$ cat config.mk
export PLATFORM = sky130hd
export DESIGN_NAME = dual_dac_serial_command_port
export DESIGN_NICKNAME = d
export VERILOG_FILES = /design/src/logic/dac_port_pkg.sv /design/src/logic/sync_edge.sv /design/src/logic/dual_dac_serial_command_port.sv
export SDC_FILE = /design/constraint.sdc
export NUM_CORES = 1
export LEC_CHECK = 0
export ABC_AREA = 1
export BUFFER_PORTS_ARGS = -buffer_cell sky130_fd_sc_hd__buf_2
export CORE_MARGIN = 2
export CORE_UTILIZATION = 60
export CTS_CLUSTER_SIZE = 10
export DETAILED_ROUTE_END_ITERATION = 16
export PLACE_DENSITY = 0.95
export SLEW_MARGIN = 20
export SYNTH_ARGS = -nofsm -noshare
export SYNTH_HDL_FRONTEND = slang
export SYNTH_SLANG_ARGS = --single-unit
$ cat constraint.sdc
create_clock -name clk_i -period 4.45 [get_ports clk_i]
set_input_delay 0.6675 -clock clk_i [delete_from_list [all_inputs] [get_ports clk_i]]
set_output_delay 0.6675 -clock clk_i [all_outputs]
set_load 0.05 [all_outputs]
$ cat src/logic/dac_port_pkg.sv
// Shared constants and types of the dual DAC serial command port
package dac_port_pkg;

  ////////////////////////////////////////////////////////////////////////////
  // Frame layout
  localparam logic [5:0] LAST_BIT_COUNT = 6'h1f;
  localparam int         CMD_MSB        = 27;
  localparam int         CMD_LSB        = 24;
  localparam int         ADDR_MSB       = 23;
  localparam int         ADDR_LSB       = 20;
  localparam int         DATA_MSB       = 19;
  localparam int         DATA_LSB       = 4;
  localparam int         PD_MODE_HI     = 9;
  localparam int         PD_MODE_LO     = 8;
  localparam int         FRAME_BIT_1    = 1;
  localparam int         FRAME_BIT_0    = 0;
  localparam int         CODE_MSB       = 15;
  localparam int         SEG_LSB        = 12;

  ////////////////////////////////////////////////////////////////////////////
  // Commands and channel addresses
  localparam logic [3:0] CMD_WRITE_INPUT      = 4'h0;
  localparam logic [3:0] CMD_UPDATE_DAC       = 4'h1;
  localparam logic [3:0] CMD_WRITE_UPDATE_ALL = 4'h2;
  localparam logic [3:0] CMD_WRITE_UPDATE     = 4'h3;
  localparam logic [3:0] CMD_POWER            = 4'h4;
  localparam logic [3:0] CMD_CLEAR_CODE       = 4'h5;
  localparam logic [3:0] CMD_UPDATE_MASK      = 4'h6;
  localparam logic [3:0] CMD_SOFT_RESET       = 4'h7;
  localparam logic [3:0] CMD_CHAIN            = 4'h8;
  localparam logic [3:0] CMD_DIO              = 4'h9;
  localparam logic [3:0] CMD_RESERVED         = 4'hf;
  localparam logic [3:0] ADDR_CH_A            = 4'h0;
  localparam logic [3:0] ADDR_CH_B            = 4'h1;
  localparam logic [3:0] ADDR_ALL             = 4'hf;

  ////////////////////////////////////////////////////////////////////////////
  // Values after reset
  localparam logic [15:0] CODE_RESET   = 16'h0000;
  localparam logic [1:0]  PD_RESET     = 2'h0;
  localparam logic [1:0]  CLEAR_RESET  = 2'h0;
  localparam logic [1:0]  MASK_RESET   = 2'h0;
  localparam logic        CHAIN_RESET  = 1'b0;
  localparam logic        ENABLE_RESET = 1'b1;
  localparam logic [7:0]  COUNT_RESET  = 8'h00;

  ////////////////////////////////////////////////////////////////////////////
  // Bus register offsets and control bits
  localparam logic [7:0] REG_CTRL   = 8'h00;
  localparam logic [7:0] REG_STATUS = 8'h04;
  localparam logic [7:0] REG_INPUT  = 8'h08;
  localparam logic [7:0] REG_DAC    = 8'h0c;
  localparam int         CTRL_SOFT_UPDATE  = 0;
  localparam int         CTRL_FRAME_ENABLE = 1;

  typedef enum logic [1:0] {FR_IDLE, FR_SHIFT, FR_HOLD} frame_state_t;

endpackage

$ cat src/logic/sync_edge.sv
// Two-flop synchroniser with edge detection on the stable stage
`timescale 1ns/100ps
module sync_edge (
  input  wire logic clk_i,
  input  wire logic rst_i,
  input  wire logic async_i,
  output logic      level_o,
  output logic      rise_o,
  output logic      fall_o
);
  logic meta;
  logic stable;
  logic prev;
  logic next_meta;
  logic next_stable;
  logic next_prev;

  always_comb begin
    next_meta   = async_i;
    next_stable = meta;
    next_prev   = stable;
  end

  always_ff @(posedge clk_i) begin
    if (rst_i) begin
      meta   <= 1'b0;
      stable <= 1'b0;
      prev   <= 1'b0;
    end else begin
      meta   <= next_meta;
      stable <= next_stable;
      prev   <= next_prev;
    end
  end

  assign level_o = stable;
  assign rise_o  = stable & ~prev;
  assign fall_o  = ~stable & prev;
endmodule

$ cat src/logic/dual_dac_serial_command_port.sv
// Serial frame receiver, command decoder and register file of a dual DAC
// Behaviour
// [RULE1] Shift data in on each serial clock fall
// [RULE2] Execute frame at the 32nd falling edge
// [RULE3] Host holds frame sync high 15 ns minimum
// [RULE4] Host may park frame sync low between frames
// [RULE5] Ignored nibble, command, address, then data
// [RULE6] Data word MSB first, padded to 32
// [RULE7] Code 0 writes input, 1 updates DAC
// [RULE8] Code 2 writes input, updates all DACs
// [RULE9] Code 3 writes and updates one channel
// [RULE10] Codes 4-7: power, clear, mask, reset
// [RULE11] Code 8 chain, 9 digital IO, 15 reserved
// [RULE12] Address 0 A, 1 B, 15 both
// [RULE13] Early frame sync rise discards the frame
// [RULE14] Chain setup takes frame bit 1
// [RULE15] Chain enable clears at reset
// [RULE16] Chain mode shifts older bits to serial out
// [RULE17] Host gives exactly 32N clocks per chain
// [RULE18] Frame sync rise stops shifting
// [RULE19] Gated clock: exact burst then raise sync
// [RULE20] Free clock only with exact sync timing
// [RULE21] DAC codes are straight binary
// [RULE22] Top nibble thermometer, low 12 to ladder
// [RULE23] Power command bits 9:8 pick mode
// [RULE24] Power command bits 1:0 pick channels
// [RULE25] Reserved command or address changes nothing; codes 4 to 9 ignore the address and act on any address
// [RULE26] Standalone: quiet output, extra clocks ignored
`timescale 1ns/100ps
module dual_dac_serial_command_port
  import dac_port_pkg::*;
(
  input  wire logic        clk_i,
  input  wire logic        rst_i,
  input  wire logic        sclk_i,
  input  wire logic        sync_n_i,
  input  wire logic        din_i,
  input  wire logic        digital_io_i,
  output logic             serial_out_o,
  output logic             digital_io_o,
  output logic             digital_io_oe_o,
  output logic [15:0]      dac_a_o,
  output logic [15:0]      dac_b_o,
  output logic [14:0]      seg_a_o,
  output logic [14:0]      seg_b_o,
  output logic [11:0]      ladder_a_o,
  output logic [11:0]      ladder_b_o,
  output logic [1:0]       pd_mode_a_o,
  output logic [1:0]       pd_mode_b_o,
  output logic [1:0]       clear_code_o,
  output logic [1:0]       update_mask_o,
  output logic             chain_enable_o,
  input  wire logic        wb_cyc_i,
  input  wire logic        wb_stb_i,
  input  wire logic        wb_we_i,
  input  wire logic [7:0]  wb_adr_i,
  input  wire logic [3:0]  wb_sel_i,
  input  wire logic [31:0] wb_dat_i,
  output logic [31:0]      wb_dat_o,
  output logic             wb_ack_o
);

  ////////////////////////////////////////////////////////////////////////////
  // Pin synchronisers
  logic sclk_rise;
  logic sclk_fall;
  logic sync_rise;
  logic sync_fall;
  logic din_s;
  logic dio_s;

  sync_edge u_sclk (.clk_i(clk_i), .rst_i(rst_i), .async_i(sclk_i),
                    .level_o(), .rise_o(sclk_rise), .fall_o(sclk_fall));
  sync_edge u_sync (.clk_i(clk_i), .rst_i(rst_i), .async_i(sync_n_i),
                    .level_o(), .rise_o(sync_rise), .fall_o(sync_fall));
  sync_edge u_din  (.clk_i(clk_i), .rst_i(rst_i), .async_i(din_i),
                    .level_o(din_s), .rise_o(), .fall_o());
  sync_edge u_dio  (.clk_i(clk_i), .rst_i(rst_i), .async_i(digital_io_i),
                    .level_o(dio_s), .rise_o(), .fall_o());

  ////////////////////////////////////////////////////////////////////////////
  // Declarations
  frame_state_t state;
  frame_state_t next_state;
  logic [31:0]  shift;
  logic [31:0]  next_shift;
  logic [5:0]   count;
  logic [5:0]   next_count;
  logic         full;
  logic         next_full;
  logic         serial_out;
  logic         next_serial_out;
  logic         exec_now;
  logic         discard_now;
  logic [31:0]  exec_word;
  logic [15:0]  input_a, input_b, dac_a, dac_b;
  logic [15:0]  next_input_a, next_input_b, next_dac_a, next_dac_b;
  logic [1:0]   pd_mode_a, pd_mode_b, clear_code, update_mask;
  logic [1:0]   next_pd_mode_a, next_pd_mode_b, next_clear_code, next_update_mask;
  logic         chain_enable, dio_dir, dio_value;
  logic         next_chain_enable, next_dio_dir, next_dio_value;
  logic [7:0]   done_count, drop_count, next_done_count, next_drop_count;
  logic         frame_enable, soft_update, ack;
  logic         next_frame_enable, next_soft_update, next_ack;
  logic [31:0]  rdata, next_rdata;
  logic [14:0]  seg_a, seg_b, next_seg_a, next_seg_b;
  logic [11:0]  ladder_a, ladder_b, next_ladder_a, next_ladder_b;
  logic [3:0]   cmd;
  logic [3:0]   addr;
  logic [15:0]  frame_data;
  logic         sel_a;
  logic         sel_b;
  logic         addr_ok;

  function automatic logic [14:0] therm(input logic [3:0] msb);
    return 15'((16'h0001 << msb) - 16'h0001);
  endfunction

  ////////////////////////////////////////////////////////////////////////////
  // Frame engine
  always_comb begin
    next_state      = state;
    next_shift      = shift;
    next_count      = count;
    next_full       = full;
    next_serial_out = serial_out;
    exec_now        = 1'b0;
    discard_now     = 1'b0;
    exec_word       = shift;
    case (state)
      FR_IDLE: begin
        if (sync_fall && frame_enable) begin
          next_state = FR_SHIFT;
          next_shift = 32'h0000_0000;
          next_count = 6'h00;
          next_full  = 1'b0;
        end
      end
      FR_SHIFT: begin
        if (sync_rise) begin // [RULE18]
          if (chain_enable && full) begin
            exec_now = 1'b1;
          end else begin
            discard_now = 1'b1; // [RULE13]
          end
          next_shift = 32'h0000_0000; // [RULE13]
          next_count = 6'h00;
          next_full  = 1'b0;
          next_state = FR_IDLE;
        end else if (sclk_fall) begin
          next_shift = {shift[30:0], din_s}; // [RULE1]
          if (count == LAST_BIT_COUNT) begin
            next_full = 1'b1;
            if (!chain_enable) begin
              exec_now   = 1'b1; // [RULE2]
              exec_word  = next_shift;
              next_state = FR_HOLD; // [RULE26]
            end
          end else begin
            next_count = 6'(count + 6'h01);
          end
        end else if (sclk_rise) begin
          next_serial_out = shift[31]; // [RULE16]
        end
      end
      FR_HOLD: begin
        if (sync_rise) begin
          next_state = FR_IDLE;
          next_shift = 32'h0000_0000;
          next_count = 6'h00;
          next_full  = 1'b0;
        end
      end
      default: next_state = FR_IDLE;
    endcase
    if (!chain_enable) begin
      next_serial_out = 1'b0; // [RULE26]
    end
  end

  always_ff @(posedge clk_i) begin
    if (rst_i) begin
      state      <= FR_IDLE;
      shift      <= 32'h0000_0000;
      count      <= 6'h00;
      full       <= 1'b0;
      serial_out <= 1'b0;
    end else begin
      state      <= next_state;
      shift      <= next_shift;
      count      <= next_count;
      full       <= next_full;
      serial_out <= next_serial_out;
    end
  end

  ////////////////////////////////////////////////////////////////////////////
  // Command decode and device registers
  assign cmd        = exec_word[CMD_MSB:CMD_LSB]; // [RULE5]
  assign addr       = exec_word[ADDR_MSB:ADDR_LSB]; // [RULE5]
  assign frame_data = exec_word[DATA_MSB:DATA_LSB]; // [RULE6] [RULE21]
  assign sel_a      = (addr == ADDR_CH_A) || (addr == ADDR_ALL); // [RULE12]
  assign sel_b      = (addr == ADDR_CH_B) || (addr == ADDR_ALL); // [RULE12]
  assign addr_ok    = sel_a || sel_b;

  always_comb begin
    next_input_a      = input_a;
    next_input_b      = input_b;
    next_dac_a        = dac_a;
    next_dac_b        = dac_b;
    next_pd_mode_a    = pd_mode_a;
    next_pd_mode_b    = pd_mode_b;
    next_clear_code   = clear_code;
    next_update_mask  = update_mask;
    next_chain_enable = chain_enable;
    next_dio_dir      = dio_dir;
    next_dio_value    = dio_value;
    next_done_count   = exec_now ? 8'(done_count + 8'h01) : done_count;
    next_drop_count   = discard_now ? 8'(drop_count + 8'h01) : drop_count;
    if (soft_update) begin
      if (update_mask[FRAME_BIT_0]) next_dac_a = input_a;
      if (update_mask[FRAME_BIT_1]) next_dac_b = input_b;
    end
    if (exec_now) begin
      case (cmd)
        CMD_WRITE_INPUT: begin // [RULE7]
          if (sel_a) next_input_a = frame_data;
          if (sel_b) next_input_b = frame_data;
        end
        CMD_UPDATE_DAC: begin // [RULE7]
          if (sel_a) next_dac_a = input_a;
          if (sel_b) next_dac_b = input_b;
        end
        CMD_WRITE_UPDATE_ALL: begin // [RULE8]
          if (addr_ok) begin
            if (sel_a) next_input_a = frame_data;
            if (sel_b) next_input_b = frame_data;
            next_dac_a = next_input_a;
            next_dac_b = next_input_b;
          end
        end
        CMD_WRITE_UPDATE: begin // [RULE9]
          if (sel_a) begin
            next_input_a = frame_data;
            next_dac_a   = frame_data;
          end
          if (sel_b) begin
            next_input_b = frame_data;
            next_dac_b   = frame_data;
          end
        end
        CMD_POWER: begin // [RULE10] [RULE23] [RULE24]
          if (exec_word[FRAME_BIT_0]) next_pd_mode_a = exec_word[PD_MODE_HI:PD_MODE_LO];
          if (exec_word[FRAME_BIT_1]) next_pd_mode_b = exec_word[PD_MODE_HI:PD_MODE_LO];
        end
        CMD_CLEAR_CODE:  next_clear_code = exec_word[FRAME_BIT_1:FRAME_BIT_0]; // [RULE10]
        CMD_UPDATE_MASK: next_update_mask = exec_word[FRAME_BIT_1:FRAME_BIT_0]; // [RULE10]
        CMD_SOFT_RESET: begin // [RULE10]
          next_input_a      = CODE_RESET;
          next_input_b      = CODE_RESET;
          next_dac_a        = CODE_RESET;
          next_dac_b        = CODE_RESET;
          next_pd_mode_a    = PD_RESET;
          next_pd_mode_b    = PD_RESET;
          next_clear_code   = CLEAR_RESET;
          next_update_mask  = MASK_RESET;
          next_chain_enable = CHAIN_RESET;
        end
        CMD_CHAIN: next_chain_enable = exec_word[FRAME_BIT_1]; // [RULE11] [RULE14]
        CMD_DIO: begin // [RULE11]
          next_dio_dir   = exec_word[FRAME_BIT_1];
          next_dio_value = exec_word[FRAME_BIT_0];
        end
        default: ; // [RULE11] [RULE25]
      endcase
    end
  end

  always_ff @(posedge clk_i) begin
    if (rst_i) begin
      input_a      <= CODE_RESET;
      input_b      <= CODE_RESET;
      dac_a        <= CODE_RESET;
      dac_b        <= CODE_RESET;
      pd_mode_a    <= PD_RESET;
      pd_mode_b    <= PD_RESET;
      clear_code   <= CLEAR_RESET;
      update_mask  <= MASK_RESET;
      chain_enable <= CHAIN_RESET; // [RULE15]
      dio_dir      <= 1'b0;
      dio_value    <= 1'b0;
      done_count   <= COUNT_RESET;
      drop_count   <= COUNT_RESET;
    end else begin
      input_a      <= next_input_a;
      input_b      <= next_input_b;
      dac_a        <= next_dac_a;
      dac_b        <= next_dac_b;
      pd_mode_a    <= next_pd_mode_a;
      pd_mode_b    <= next_pd_mode_b;
      clear_code   <= next_clear_code;
      update_mask  <= next_update_mask;
      chain_enable <= next_chain_enable;
      dio_dir      <= next_dio_dir;
      dio_value    <= next_dio_value;
      done_count   <= next_done_count;
      drop_count   <= next_drop_count;
    end
  end

  ////////////////////////////////////////////////////////////////////////////
  // Wishbone slave
  always_comb begin
    next_ack          = wb_cyc_i & wb_stb_i & ~ack;
    next_rdata        = rdata;
    next_frame_enable = frame_enable;
    next_soft_update  = 1'b0;
    if (next_ack) begin
      case (wb_adr_i)
        REG_CTRL:   next_rdata = {30'h0000_0000, frame_enable, 1'b0};
        REG_STATUS: next_rdata = {drop_count, done_count, 3'h0, (state != FR_IDLE),
                                  dio_s, dio_value, dio_dir, pd_mode_b, pd_mode_a,
                                  update_mask, clear_code, chain_enable};
        REG_INPUT:  next_rdata = {input_b, input_a};
        REG_DAC:    next_rdata = {dac_b, dac_a};
        default:    next_rdata = 32'h0000_0000;
      endcase
    end
    if (ack && wb_cyc_i && wb_stb_i && wb_we_i && wb_adr_i == REG_CTRL && wb_sel_i[0]) begin
      next_frame_enable = wb_dat_i[CTRL_FRAME_ENABLE];
      next_soft_update  = wb_dat_i[CTRL_SOFT_UPDATE];
    end
  end

  always_ff @(posedge clk_i) begin
    if (rst_i) begin
      ack          <= 1'b0;
      rdata        <= 32'h0000_0000;
      frame_enable <= ENABLE_RESET;
      soft_update  <= 1'b0;
    end else begin
      ack          <= next_ack;
      rdata        <= next_rdata;
      frame_enable <= next_frame_enable;
      soft_update  <= next_soft_update;
    end
  end

  ////////////////////////////////////////////////////////////////////////////
  // Segment and ladder drive
  always_comb begin
    next_seg_a    = therm(dac_a[CODE_MSB:SEG_LSB]); // [RULE22]
    next_seg_b    = therm(dac_b[CODE_MSB:SEG_LSB]); // [RULE22]
    next_ladder_a = dac_a[SEG_LSB-1:0]; // [RULE22]
    next_ladder_b = dac_b[SEG_LSB-1:0];
  end

  always_ff @(posedge clk_i) begin
    if (rst_i) begin
      seg_a    <= 15'h0000;
      seg_b    <= 15'h0000;
      ladder_a <= 12'h000;
      ladder_b <= 12'h000;
    end else begin
      seg_a    <= next_seg_a;
      seg_b    <= next_seg_b;
      ladder_a <= next_ladder_a;
      ladder_b <= next_ladder_b;
    end
  end

  assign serial_out_o    = serial_out;
  assign digital_io_o    = dio_value;
  assign digital_io_oe_o = dio_dir;
  assign dac_a_o         = dac_a;
  assign dac_b_o         = dac_b;
  assign seg_a_o         = seg_a;
  assign seg_b_o         = seg_b;
  assign ladder_a_o      = ladder_a;
  assign ladder_b_o      = ladder_b;
  assign pd_mode_a_o     = pd_mode_a;
  assign pd_mode_b_o     = pd_mode_b;
  assign clear_code_o    = clear_code;
  assign update_mask_o   = update_mask;
  assign chain_enable_o  = chain_enable;
  assign wb_dat_o        = rdata;
  assign wb_ack_o        = ack;
endmodule

### Word-level counts from Yosys, hierarchy flattened

Cells that the tools add are included.

* flip-flop bits (word level): 232
* output and inout port bits: 131
* input bits: 53
* word-level logic and storage cells: 186

* mux-type cells: 66
* bitwise operators: 15
* equality and inequality tests: 26
* add/subtract/negate cells: 5
* reduce and logical (&&, ||, !) cells: 36
* shift-type cells: 2

Operator list (number)
* $mux 16: 16
* $mux 28: 5
* $mux 32: 4
* $pmux 16 s4: 2
* $pmux 32 s4: 1
* $pmux 16 s3: 2
* $pmux 32 s3: 1
* $mux 6: 5
* $shl 1x4->15 const A: 2
* $sub 15x1->15 const B: 2
* $pmux 6 s3: 1
* $add 8x1->8 const B: 2
* $eq 4x3->1 const B: 4
* $eq 8x4->1 const B: 2
* $mux 2: 8
* $pmux 2 s2: 4
* $reduce_and 5->1: 3
* $mux 1: 14
* $eq 4x4->1 const B: 3
* $ne 3x3->1 const B: 4
* $ne 2x2->1 const B: 5
* $reduce_bool 2->1: 5
* $not 1->1: 9
* $reduce_and 3->1: 3
* other kinds (20): 43

### Logic depth before layout (Yosys ltp)

Gate-level depths: netlist (run 1).

* depth after elaboration: 11
* depth in mapped cells: 17

### By module

Synthesis (run 1) repeated with hierarchy kept, for this count alone.

* cell total of the unflattened synthesis: 1794
* area total of the unflattened synthesis: 11800.1 um^2

By module, submodules not included
* dual_dac_serial_command_port: seq. area each 4444.3 um^2, instances 1, area each 11424.7 um^2, cells an instance 1746
* sync_edge: seq. area each 60.1 um^2, instances 4, area each 93.8 um^2, cells an instance 12

### Least setup slack after synthesis (run 1)

Ideal clock, no wire load.

* path type: register -> register
* start: register dac_a[15] (netlist: dac_a_o[15])
* end: register seg_a[10] (netlist: seg_a_o[10])
* clock period less this slack: 2334 ps
* setup slack: 2116 ps
* data required time: 4331 ps
* path buffers: 1
* cell stages (with the launch flop): 12
* data arrival time: 2214 ps
* cells stage by stage: dfxtp_1 -> clkbuf_1 -> clkinv_1 -> nand3_1 -> ha_1 -> inv_1 -> a21oi_1 -> inv_1 -> nor2_1 -> nand2_1 -> o21ai_0 -> a21oi_1

* cells in the longest elaborated chain, start to end: 2

RTL lines
* start, declared: line dual_dac_serial_command_port.sv:96 `logic [15:0] input_a, input_b, dac_a, dac_b;`
* start signal, assigned: line dual_dac_serial_command_port.sv:297 `dac_a <= next_dac_a;`
* $shl 1x4->15: line dual_dac_serial_command_port.sv:116 `return 15'((16'h0001 << msb) - 16'h0001);`
* $sub 15x1->15: line dual_dac_serial_command_port.sv:116
* end signal, assigned: line dual_dac_serial_command_port.sv:365 `seg_a <= next_seg_a;`
* end, declared: line dual_dac_serial_command_port.sv:106 `logic [14:0] seg_a, seg_b, next_seg_a, next_seg_b;`

Every way passes these cells.
A chain may end at the register's enable or synchronous reset.

### Worst setup path in the final report (run 1)

* start: register count[0]
* end: register dac_b[13] (netlist: dac_b_o[13])

* cells in the longest elaborated chain, start to end: 11

RTL lines
* start, declared: line dual_dac_serial_command_port.sv:87 `logic [5:0] count;`
* start signal, assigned: line dual_dac_serial_command_port.sv:191 `count <= next_count;`
* $eq 6x5->1 *: line dual_dac_serial_command_port.sv:152 `if (count == LAST_BIT_COUNT) begin`
* $mux 28: line dual_dac_serial_command_port.sv:152
* $mux 28: line dual_dac_serial_command_port.sv:150 `end else if (sclk_fall) begin`
* $mux 28: line dual_dac_serial_command_port.sv:140 `if (sync_rise) begin`
* $mux 28: line dual_dac_serial_command_port.sv:130 `case (state)`
* $eq 4x1->1, or another cell as far along: line dual_dac_serial_command_port.sv:203 `assign sel_b = (addr == ADDR_CH_B) || (addr == ADDR_ALL);`
* $logic_or 1x1->1 (on tied branches): line dual_dac_serial_command_port.sv:203, dual_dac_serial_command_port.sv:202
* $mux 16 / $logic_or 1x1->1 (equally long branches)
* $mux 16: line dual_dac_serial_command_port.sv:235 `if (addr_ok) begin`
* $pmux 16 s4: line dual_dac_serial_command_port.sv:225 `case (cmd)`
* $mux 16 *: line dual_dac_serial_command_port.sv:224 `if (exec_now) begin`
* end signal, assigned: line dual_dac_serial_command_port.sv:298 `dac_b <= next_dac_b;`
* end, declared: line dual_dac_serial_command_port.sv:96

Every way passes the cells marked *; elsewhere a longest branch is shown, timed or not.

==> PnR_summary.wiki, run 1 <==
{| class="wikitable"
! Metric !! Value
|-
| Outcome || finished clean
|-
| Post-detailed-route DRC marker count || 0
|-
| Clock insertion delay at the later pin of the skew report || roughly 0.54 ns
|-
| Placed cell areas || 0.01257 sq mm
|-
| Final Routed Wirelength || around 37 mm
|-
| Primary FF master, synth || sky130_fd_sc_hd__dfxtp_1
|-
| Avg WL per Cell || 16.92 um
|-
| Placer congestion estimate || 0.9788
|-
| Synth Area in Compound Gates || 0.1543
|-
| Count of clock tree sinks || 232
|-
| Standard cell with the maximum stage delay on the critical path || sky130_fd_sc_hd__nand3_2
|-
| Number of top-level pins || ~180
|-
| Routed wl met3 || between 4 and 5 mm
|-
| Wire length of the first global-routing pass || 58.42 mm
|-
| Worst slack at placement || 0.6709 ns
|-
| Top layer used by detailed routing || met5
|-
| Least-Margin Pin Slew || 1.093 ns
|-
| Main combinational cell family by area after synthesis || simple AND/OR/NAND/NOR gates
|-
| Pwr/cell area || 334.2 mW/mm^2
|-
| Number of DRC markers in iteration 0 || 1870
|-
| Number of endpoints failing setup at the final stage || 0
|-
| Leakage power total || 6.334 nW
|-
| Die height || 144.5 um
|-
| Vias in the first global route || 12250
|-
| Main area contributors after synthesis || sky130_fd_sc_hd__dfxtp_1, sky130_fd_sc_hd__nand2_1, sky130_fd_sc_hd__nand3_1
|-
| Startpoint type of the worst setup path || flip-flop
|-
| Time the worst path needs with I/O delays and setup || 4.062 ns
|-
| Slew headroom || 0.2699
|-
| Global-route usage over all layers || 0.3452
|-
| Post-synth top area share || 0.3923
|-
| CTS tree || yes
|-
| Post-CTS setup-driven buffer insertion count || 0
|-
| Port Buf Inserts || 150
|-
| Die span in x || between 100 and 150 um
|-
| Unrepaired setup endpoints after global routing || no
|-
| Layout overhead on the synthesized area || 12.41%
|-
| Share of the clock period used by the worst path after layout || 0.9128
|-
| Synthesized-area fraction occupied by and/or/nand/nor cells || 0.3465
|-
| Root cell of the clock tree || sky130_fd_sc_hd__clkbuf_16
|-
| Clk_skew || 0.02256 ns
|-
| Initial antenna violation count || 1
|-
| CP Buf/Inv Count || 3
|-
| GR Overflow Total || 0
|-
| Cell area after synthesis || 0.01184 sq mm
|-
| Mux share of post-synthesis cell area || 0
|-
| Number of synthesized flops with an enable pin || 0
|-
| Hold-fix buffers, CTS || 0
|-
| Max Buffers Root-to-Sink || 3
|-
| Worst EP required || 4.86 ns
|-
| Fill cells || about 1600
|-
| Clock transition at the register clock pins on the worst setup and hold paths after CTS || about 0.06 ns
|-
| Count of vias placed by the detailed router || 13290
|-
| Cell variety after synth || 41
|-
| Avg Inst Size Synth || between 6 and 7 sq um
|-
| Inserted Clock Buffers || 27
|-
| Worst-path cell chain || ha_1 > nand3_1 > nor2_4 > nand3_2 > nand2_1 > nand2_1 > nor2_1 > nand2_2 > buf_4 > nand2_1 > buf_4 > inv_1 > nor2_1 > nor2_1 > nor2_1 > a21oi_1
|-
| Met2 wire length || 16.47 mm
|-
| Final TNS setup || 0 ns
|-
| Router iterations before antenna repair || 7
|-
| Design area || 0.01331 sq mm
|-
| Most used cells in the layout excluding fill and tap cells || sky130_fd_sc_hd__nand2_1, sky130_fd_sc_hd__nor2_1, sky130_fd_sc_hd__dfxtp_1
|-
| Seq/Total Area, Yosys || 0.3923
|-
| Number of gates given a new drive strength after cts || 0
|-
| Area inside the core boundary || 0.01940 sq mm
|-
| Fin worst setup slack || 0.3882 ns
|-
| Max cap viols || 0
|-
| Worst path most repeated cell || sky130_fd_sc_hd__nor2_1
|-
| Final hold violation count || 0
|-
| Post-Synth XOR/XNOR Area || 0.001480
|-
| Worst ir drop on vdd || ~0.3 mV
|-
| Detail-routed via count per cell || 6.091
|-
| H-tree levels || 1
|-
| Path class of the lowest-slack min-delay path || primary input to flip-flop
|-
| Nets || 1970
|-
| Effective utilization at floorplan || 0.6102
|-
| Final standard cell utilization of the core || 0.6860
|-
| Synthesis Warnings || 0
|-
| Share of flip-flops with an asynchronous set or reset || 0
|-
| Post-synthesis register bit count || 232
|-
| DRT met1 WL || between 10 and 15 mm
|-
| Worst EP arrival || 4.47 ns
|-
| Synthesized-area fraction occupied by adder cells || 0.005285
|-
| Longest individual stage delay on the worst path || 0.55 ns
|-
| Top Family by Delay on Critical Path || simple AND/OR/NAND/NOR gates
|-
| Type of the setup path with the least slack || flip-flop to flip-flop
|-
| Antenna violation net count after detailed routing || 0
|-
| Peak clock frequency supported by timing || 246.2 MHz
|-
| Maximum number of pins on one net before global-route repair || 80
|-
| Row count || 51
|-
| Half-perimeter wire length of the detailed placement result || 23.60 mm
|-
| Share of final-layout standard cells stronger than drive strength 1 || 0.1200
|-
| Die area || 0.02087 sq mm
|-
| Post-synthesis instance total || 1825
|-
| Worst Setup End Kind || flip-flop
|-
| Leading cell type in the layout, fill and taps excluded || sky130_fd_sc_hd__nand2_1
|-
| Critical path peak fanout || 39
|-
| Max-slew violation total from the final report || 0
|-
| Number of nets in the synthesized netlist || 1883
|-
| Area leader, netlist || sky130_fd_sc_hd__dfxtp_1
|}
-- flip-flops by register name, summed over array words and instances, names as in the netlist, 2 cells and up --
name	count
shift	32
wb_dat_o	32
dac_a_o	16
dac_b_o	16
input_a	16
input_b	16
seg_a_o	15
seg_b_o	15
ladder_a_o	12
ladder_b_o	12
done_count	8
drop_count	8
count	6
clear_code_o	2
pd_mode_a_o	2
pd_mode_b_o	2
state	2
update_mask_o	2
-- Yosys cell counts, types with 4 or more instances --
cell / number
sky130_fd_sc_hd__nand4_1: 25
sky130_fd_sc_hd__nor2_4: 4
sky130_fd_sc_hd__nand3_1: 199
sky130_fd_sc_hd__dfxtp_1: 232
sky130_fd_sc_hd__buf_6: 7
sky130_fd_sc_hd__o22ai_1: 15
sky130_fd_sc_hd__nor3_1: 17
sky130_fd_sc_hd__nor2_2: 4
sky130_fd_sc_hd__inv_1: 171
sky130_fd_sc_hd__a21oi_1: 122
sky130_fd_sc_hd__buf_1: 7
sky130_fd_sc_hd__buf_2: 26
sky130_fd_sc_hd__clkbuf_1: 67
sky130_fd_sc_hd__o21ai_0: 108
sky130_fd_sc_hd__a21oi_4: 4
sky130_fd_sc_hd__o21ai_1: 24
sky130_fd_sc_hd__a32oi_1: 14
sky130_fd_sc_hd__nor2_1: 240
sky130_fd_sc_hd__ha_1: 5
sky130_fd_sc_hd__buf_4: 5
sky130_fd_sc_hd__a211oi_1: 4
sky130_fd_sc_hd__o221ai_1: 18
sky130_fd_sc_hd__nand2_1: 476
-- tightest hold or removal path, cell delays in order --
cell,delay [ns]
sky130_fd_sc_hd__buf_2,0.09
sky130_fd_sc_hd__inv_1,0.04
sky130_fd_sc_hd__nor2_1,0.03
-- power by group --
group	internal, W	switching (W)	total, W
Clock	0.00112	0.000824	0.00195
Combinational	0.0000926	0.000301	0.000394
Sequential	0.00209	0.0000131	0.00211
-- area by class of cell --
type | count | area, sq um | area share
flip-flops and latches | 232 | 4644 | 0.3490
inverters | 176 | 660.6 | 0.04965
diodes | 1 | 2.502 | 0.0001881
clock inverters | 1 | 8.758 | 0.0006582
repair buffers | 170 | 915.9 | 0.06883
multi-input cells | 1305 | 6018 | 0.4523
well taps | 265 | 331.6 | 0.02492
clock buffers | 32 | 724.4 | 0.05444
-- layer usage --
layer / vias to the layer above / GRT usage
li1: 6114 / -
met1: 5965 / 0.4259
met2: 984 / 0.5585
met3: 225 / 0.07781
met4: 2 / 0.1926
met5: - / 0
-- kinds of logic (layout without fill, tap and decap cells) --
kind of cell | Yosys count | after routing
compound gates | 320 | 320
xor+xnor | 2 | 2
fa+ha+maj | 5 | 5
buf+inv | 288 | 379
flops | 232 | 232
other cells | 0 | 1
simple gates | 978 | 978
-- final timing paths --
check	from	end	slack, ns	depth (start not counted)
worst max-delay path	count[0]	dac_b_o[13]	0.39	16
worst min-delay path	digital_io_i	u_dio.meta	0.33	3
worst max register to register	count[0]	dac_b_o[13]	0.39	16
worst min register to register	u_sync.meta	u_sync.level_o	0.41	2
-- stage by stage --
stage / hold slack (ns) / instances / total power [W]
after floorplan: 0.3883 / 1825 / 0.002428
after global placement: 0.3970 / 2148 / 0.002506
after detailed placement: 0.4027 / 2148 / 0.002520
after CTS: 0.3317 / 2181 / 0.004424
after global routing: 0.3582 / 2181 / 0.004570
final: 0.3329 / 2182 / 0.004447
(Power assumes the default switching activity.)
==> inputs of run 2 (changes only) <==
--- a/config.mk
+++ b/config.mk
@@ -6,12 +6,12 @@
 export NUM_CORES = 1
 export LEC_CHECK = 0
 export ABC_AREA = 1
-export BUFFER_PORTS_ARGS = -buffer_cell sky130_fd_sc_hd__buf_2
 export CORE_MARGIN = 2
 export CORE_UTILIZATION = 60
 export CTS_CLUSTER_SIZE = 10
 export DETAILED_ROUTE_END_ITERATION = 16
-export PLACE_DENSITY = 0.95
+export DONT_BUFFER_PORTS = 1
+export PLACE_DENSITY = 0.87
 export SLEW_MARGIN = 20
 export SYNTH_ARGS = -nofsm -noshare
 export SYNTH_HDL_FRONTEND = slang
==> constraint.sdc (replaced) <==
create_clock -name clk_i -period 4.86 [get_ports clk_i]
set_input_delay 0.729 -clock clk_i [delete_from_list [all_inputs] [get_ports clk_i]]
set_output_delay 0.729 -clock clk_i [all_outputs]
set_load 0.05 [all_outputs]
==> PnR_summary.wiki, run 2 (synthesis gave the netlist of run 1 again) <==
{| class="wikitable"
! Metric !! Value
|-
| CTS tree || yes
|-
| Worst reg-to-reg path cell count || 12
|-
| Fin worst setup slack || approximately 0.53 ns
|-
| Worst EP arrival || 4.75 ns
|-
| Max Buffers Root-to-Sink || 3
|-
| Hold-fix buffers, CTS || 0
|-
| Inserted Clock Buffers || 28
|-
| Worst EP required || 5.28 ns
|-
| Design area || 0.01260 sq mm
|-
| Number of endpoints failing setup at the final stage || 0
|-
| Final TNS setup || 0 ns
|-
| Root cell of the clock tree || sky130_fd_sc_hd__clkbuf_16
|-
| Clock transition at the register clock pins on the worst setup and hold paths after CTS || 0.06 ns
|-
| Die height || 144.5 um
|-
| Placer congestion estimate || 0.9639
|-
| H-tree levels || 1
|-
| Least-Margin Pin Slew || 1.045 ns
|-
| Unrepaired setup endpoints after global routing || no
|-
| Pwr/cell area || 327.6 mW/mm^2
|-
| Max cap viols || 0
|-
| Startpoint of the worst register-to-register path || chain_enable_o
|-
| Share of final-layout standard cells stronger than drive strength 1 || 0.04473
|-
| Number of DRC markers in iteration 0 || 1622
|-
| Outcome || finished clean
|-
| Endpoint of the most critical setup path || dac_b_o[2]
|-
| Leading cell type in the layout, fill and taps excluded || sky130_fd_sc_hd__nand2_1
|-
| Worst Setup End Kind || flip-flop
|-
| Antenna violation net count after detailed routing || 0
|-
| Inserted Diodes || 0
|-
| Wire length of the first global-routing pass || 54.91 mm
|-
| Post-detailed-route DRC marker count || 0
|-
| Detail-routed via count per cell || between 6 and 7
|-
| Peak clock frequency supported by timing || about 230 MHz
|-
| Setup slack of the most critical reg-to-reg path || 0.53 ns
|-
| Nets || roughly 1800
|-
| Count of clock tree sinks || between 200 and 250
|-
| Final hold violation count || 0
|-
| Time the worst path needs with I/O delays and setup || 4.330 ns
|-
| Setup crit start || chain_enable_o
|-
| Worst slack at placement || roughly 0.73 ns
|-
| Router iterations before antenna repair || 6
|-
| Die area || 0.02087 sq mm
|-
| Avg WL per Cell || 17.44 um
|-
| Startpoint type of the worst setup path || flip-flop
|-
| Worst ir drop on vdd || 0.2738 mV
|-
| Leakage power total || 5.543 nW
|-
| Die span in x || 144.5 um
|-
| Type of the setup path with the least slack || flip-flop to flip-flop
|-
| Area inside the core boundary || between 0.015 and 0.02 sq mm
|-
| Clock insertion delay at the later pin of the skew report || ~0.54 ns
|-
| Number of top-level pins || approximately 180
|-
| Most used cells in the layout excluding fill and tap cells || sky130_fd_sc_hd__nand2_1, sky130_fd_sc_hd__nor2_1, sky130_fd_sc_hd__dfxtp_1
|-
| Layout overhead on the synthesized area || 6.405%
|-
| Count of vias placed by the detailed router || 12450
|-
| Global-route usage over all layers || 0.3280
|-
| Path class of the lowest-slack min-delay path || primary input to flip-flop
|-
| GR Overflow Total || 0
|-
| Effective utilization at floorplan || 0.6102
|-
| Clk_skew || 0.009399 ns
|-
| Vias in the first global route || between 10000 and 15000
|-
| Final Routed Wirelength || 35.42 mm
|-
| Number of gates given a new drive strength after cts || 0
|-
| Share of the clock period used by the worst path after layout || 0.8909
|-
| Row count || 51
|-
| Maximum number of pins on one net before global-route repair || 148
|-
| Max-slew violation total from the final report || 0
|-
| Slew headroom || 0.3016
|-
| Hold path depth || 1
|-
| Half-perimeter wire length of the detailed placement result || 22.92 mm
|-
| Placed cell areas || 0.01180 sq mm
|-
| Reg-to-reg critical path endpoint || dac_b_o[2]
|-
| Final Power || a little over 0.004 W
|-
| Port Buf Inserts || 0
|-
| Initial antenna violation count || 1
|-
| Critical path peak fanout || 29
|-
| Post-CTS setup-driven buffer insertion count || 0
|}
[run 2: area by class of cell]
cell class	count	area (sq um)
clock buffer	35	788.3
clock inverter	1	8.758
fill	1721	6803
inverter	176	660.6
multi-input combinational	1305	6022
sequential	232	4644
tap	265	331.6
timing repair buffer	17	140.1
[run 2: power breakdown]
part	switching, W	leakage, nW	internal (W)	total [W]
clock	0.000760	0.393	0.00111	0.00187
sequential	0.0000131	1.87	0.00192	0.00193
combinational	0.000244	3.28	0.0000790	0.000323
[run 2: worst max-delay path, stage by stage, from the launching register on]
cell                      delay, ns
sky130_fd_sc_hd__dfxtp_1       0.53
sky130_fd_sc_hd__nor2_2        0.50
sky130_fd_sc_hd__nand3_2       0.51
sky130_fd_sc_hd__nand2_1       0.18
sky130_fd_sc_hd__nand2_1       0.09
sky130_fd_sc_hd__nor2_1        0.15
sky130_fd_sc_hd__nand2_2       0.29
sky130_fd_sc_hd__nand2_1       0.88
sky130_fd_sc_hd__inv_1         0.56
sky130_fd_sc_hd__nor2_1        0.21
sky130_fd_sc_hd__nor2_1        0.06
sky130_fd_sc_hd__nor2_1        0.12
sky130_fd_sc_hd__a21oi_1       0.11
[run 2: layer usage]
layer | global-route usage | routed length, um
met3 | 0.07219 | 4492
met2 | 0.5291 | 15910
met4 | 0.1502 | 1702
met5 | 0 | 0
met1 | 0.4200 | 13310
[run 2: worst min path at each step]
stage                     startpoint       endpoint  slack [ns]
after global routing           rst_i    u_sclk.prev        0.27
after floorplan           u_din.meta  u_din.level_o        0.39
final                          rst_i       count[1]        0.29
after CTS                      rst_i  ladder_b_o[4]        0.27
after detailed placement  u_dio.meta  u_dio.level_o        0.40
after global placement    u_dio.meta  u_dio.level_o        0.40
[run 2: stage by stage]
stage | cells | util | hold slack [ns]
2_1_floorplan | 1825 | - | 0.3883
6_report | 2031 | 0.6493 | 0.2950
4_1_cts | 2031 | 0.6493 | 0.2682
3_3_place_gp | 1995 | 0.6082 | 0.3992
3_5_place_dp | 1995 | 0.6082 | 0.3971
5_1_grt | 2031 | 0.6493 | 0.2715
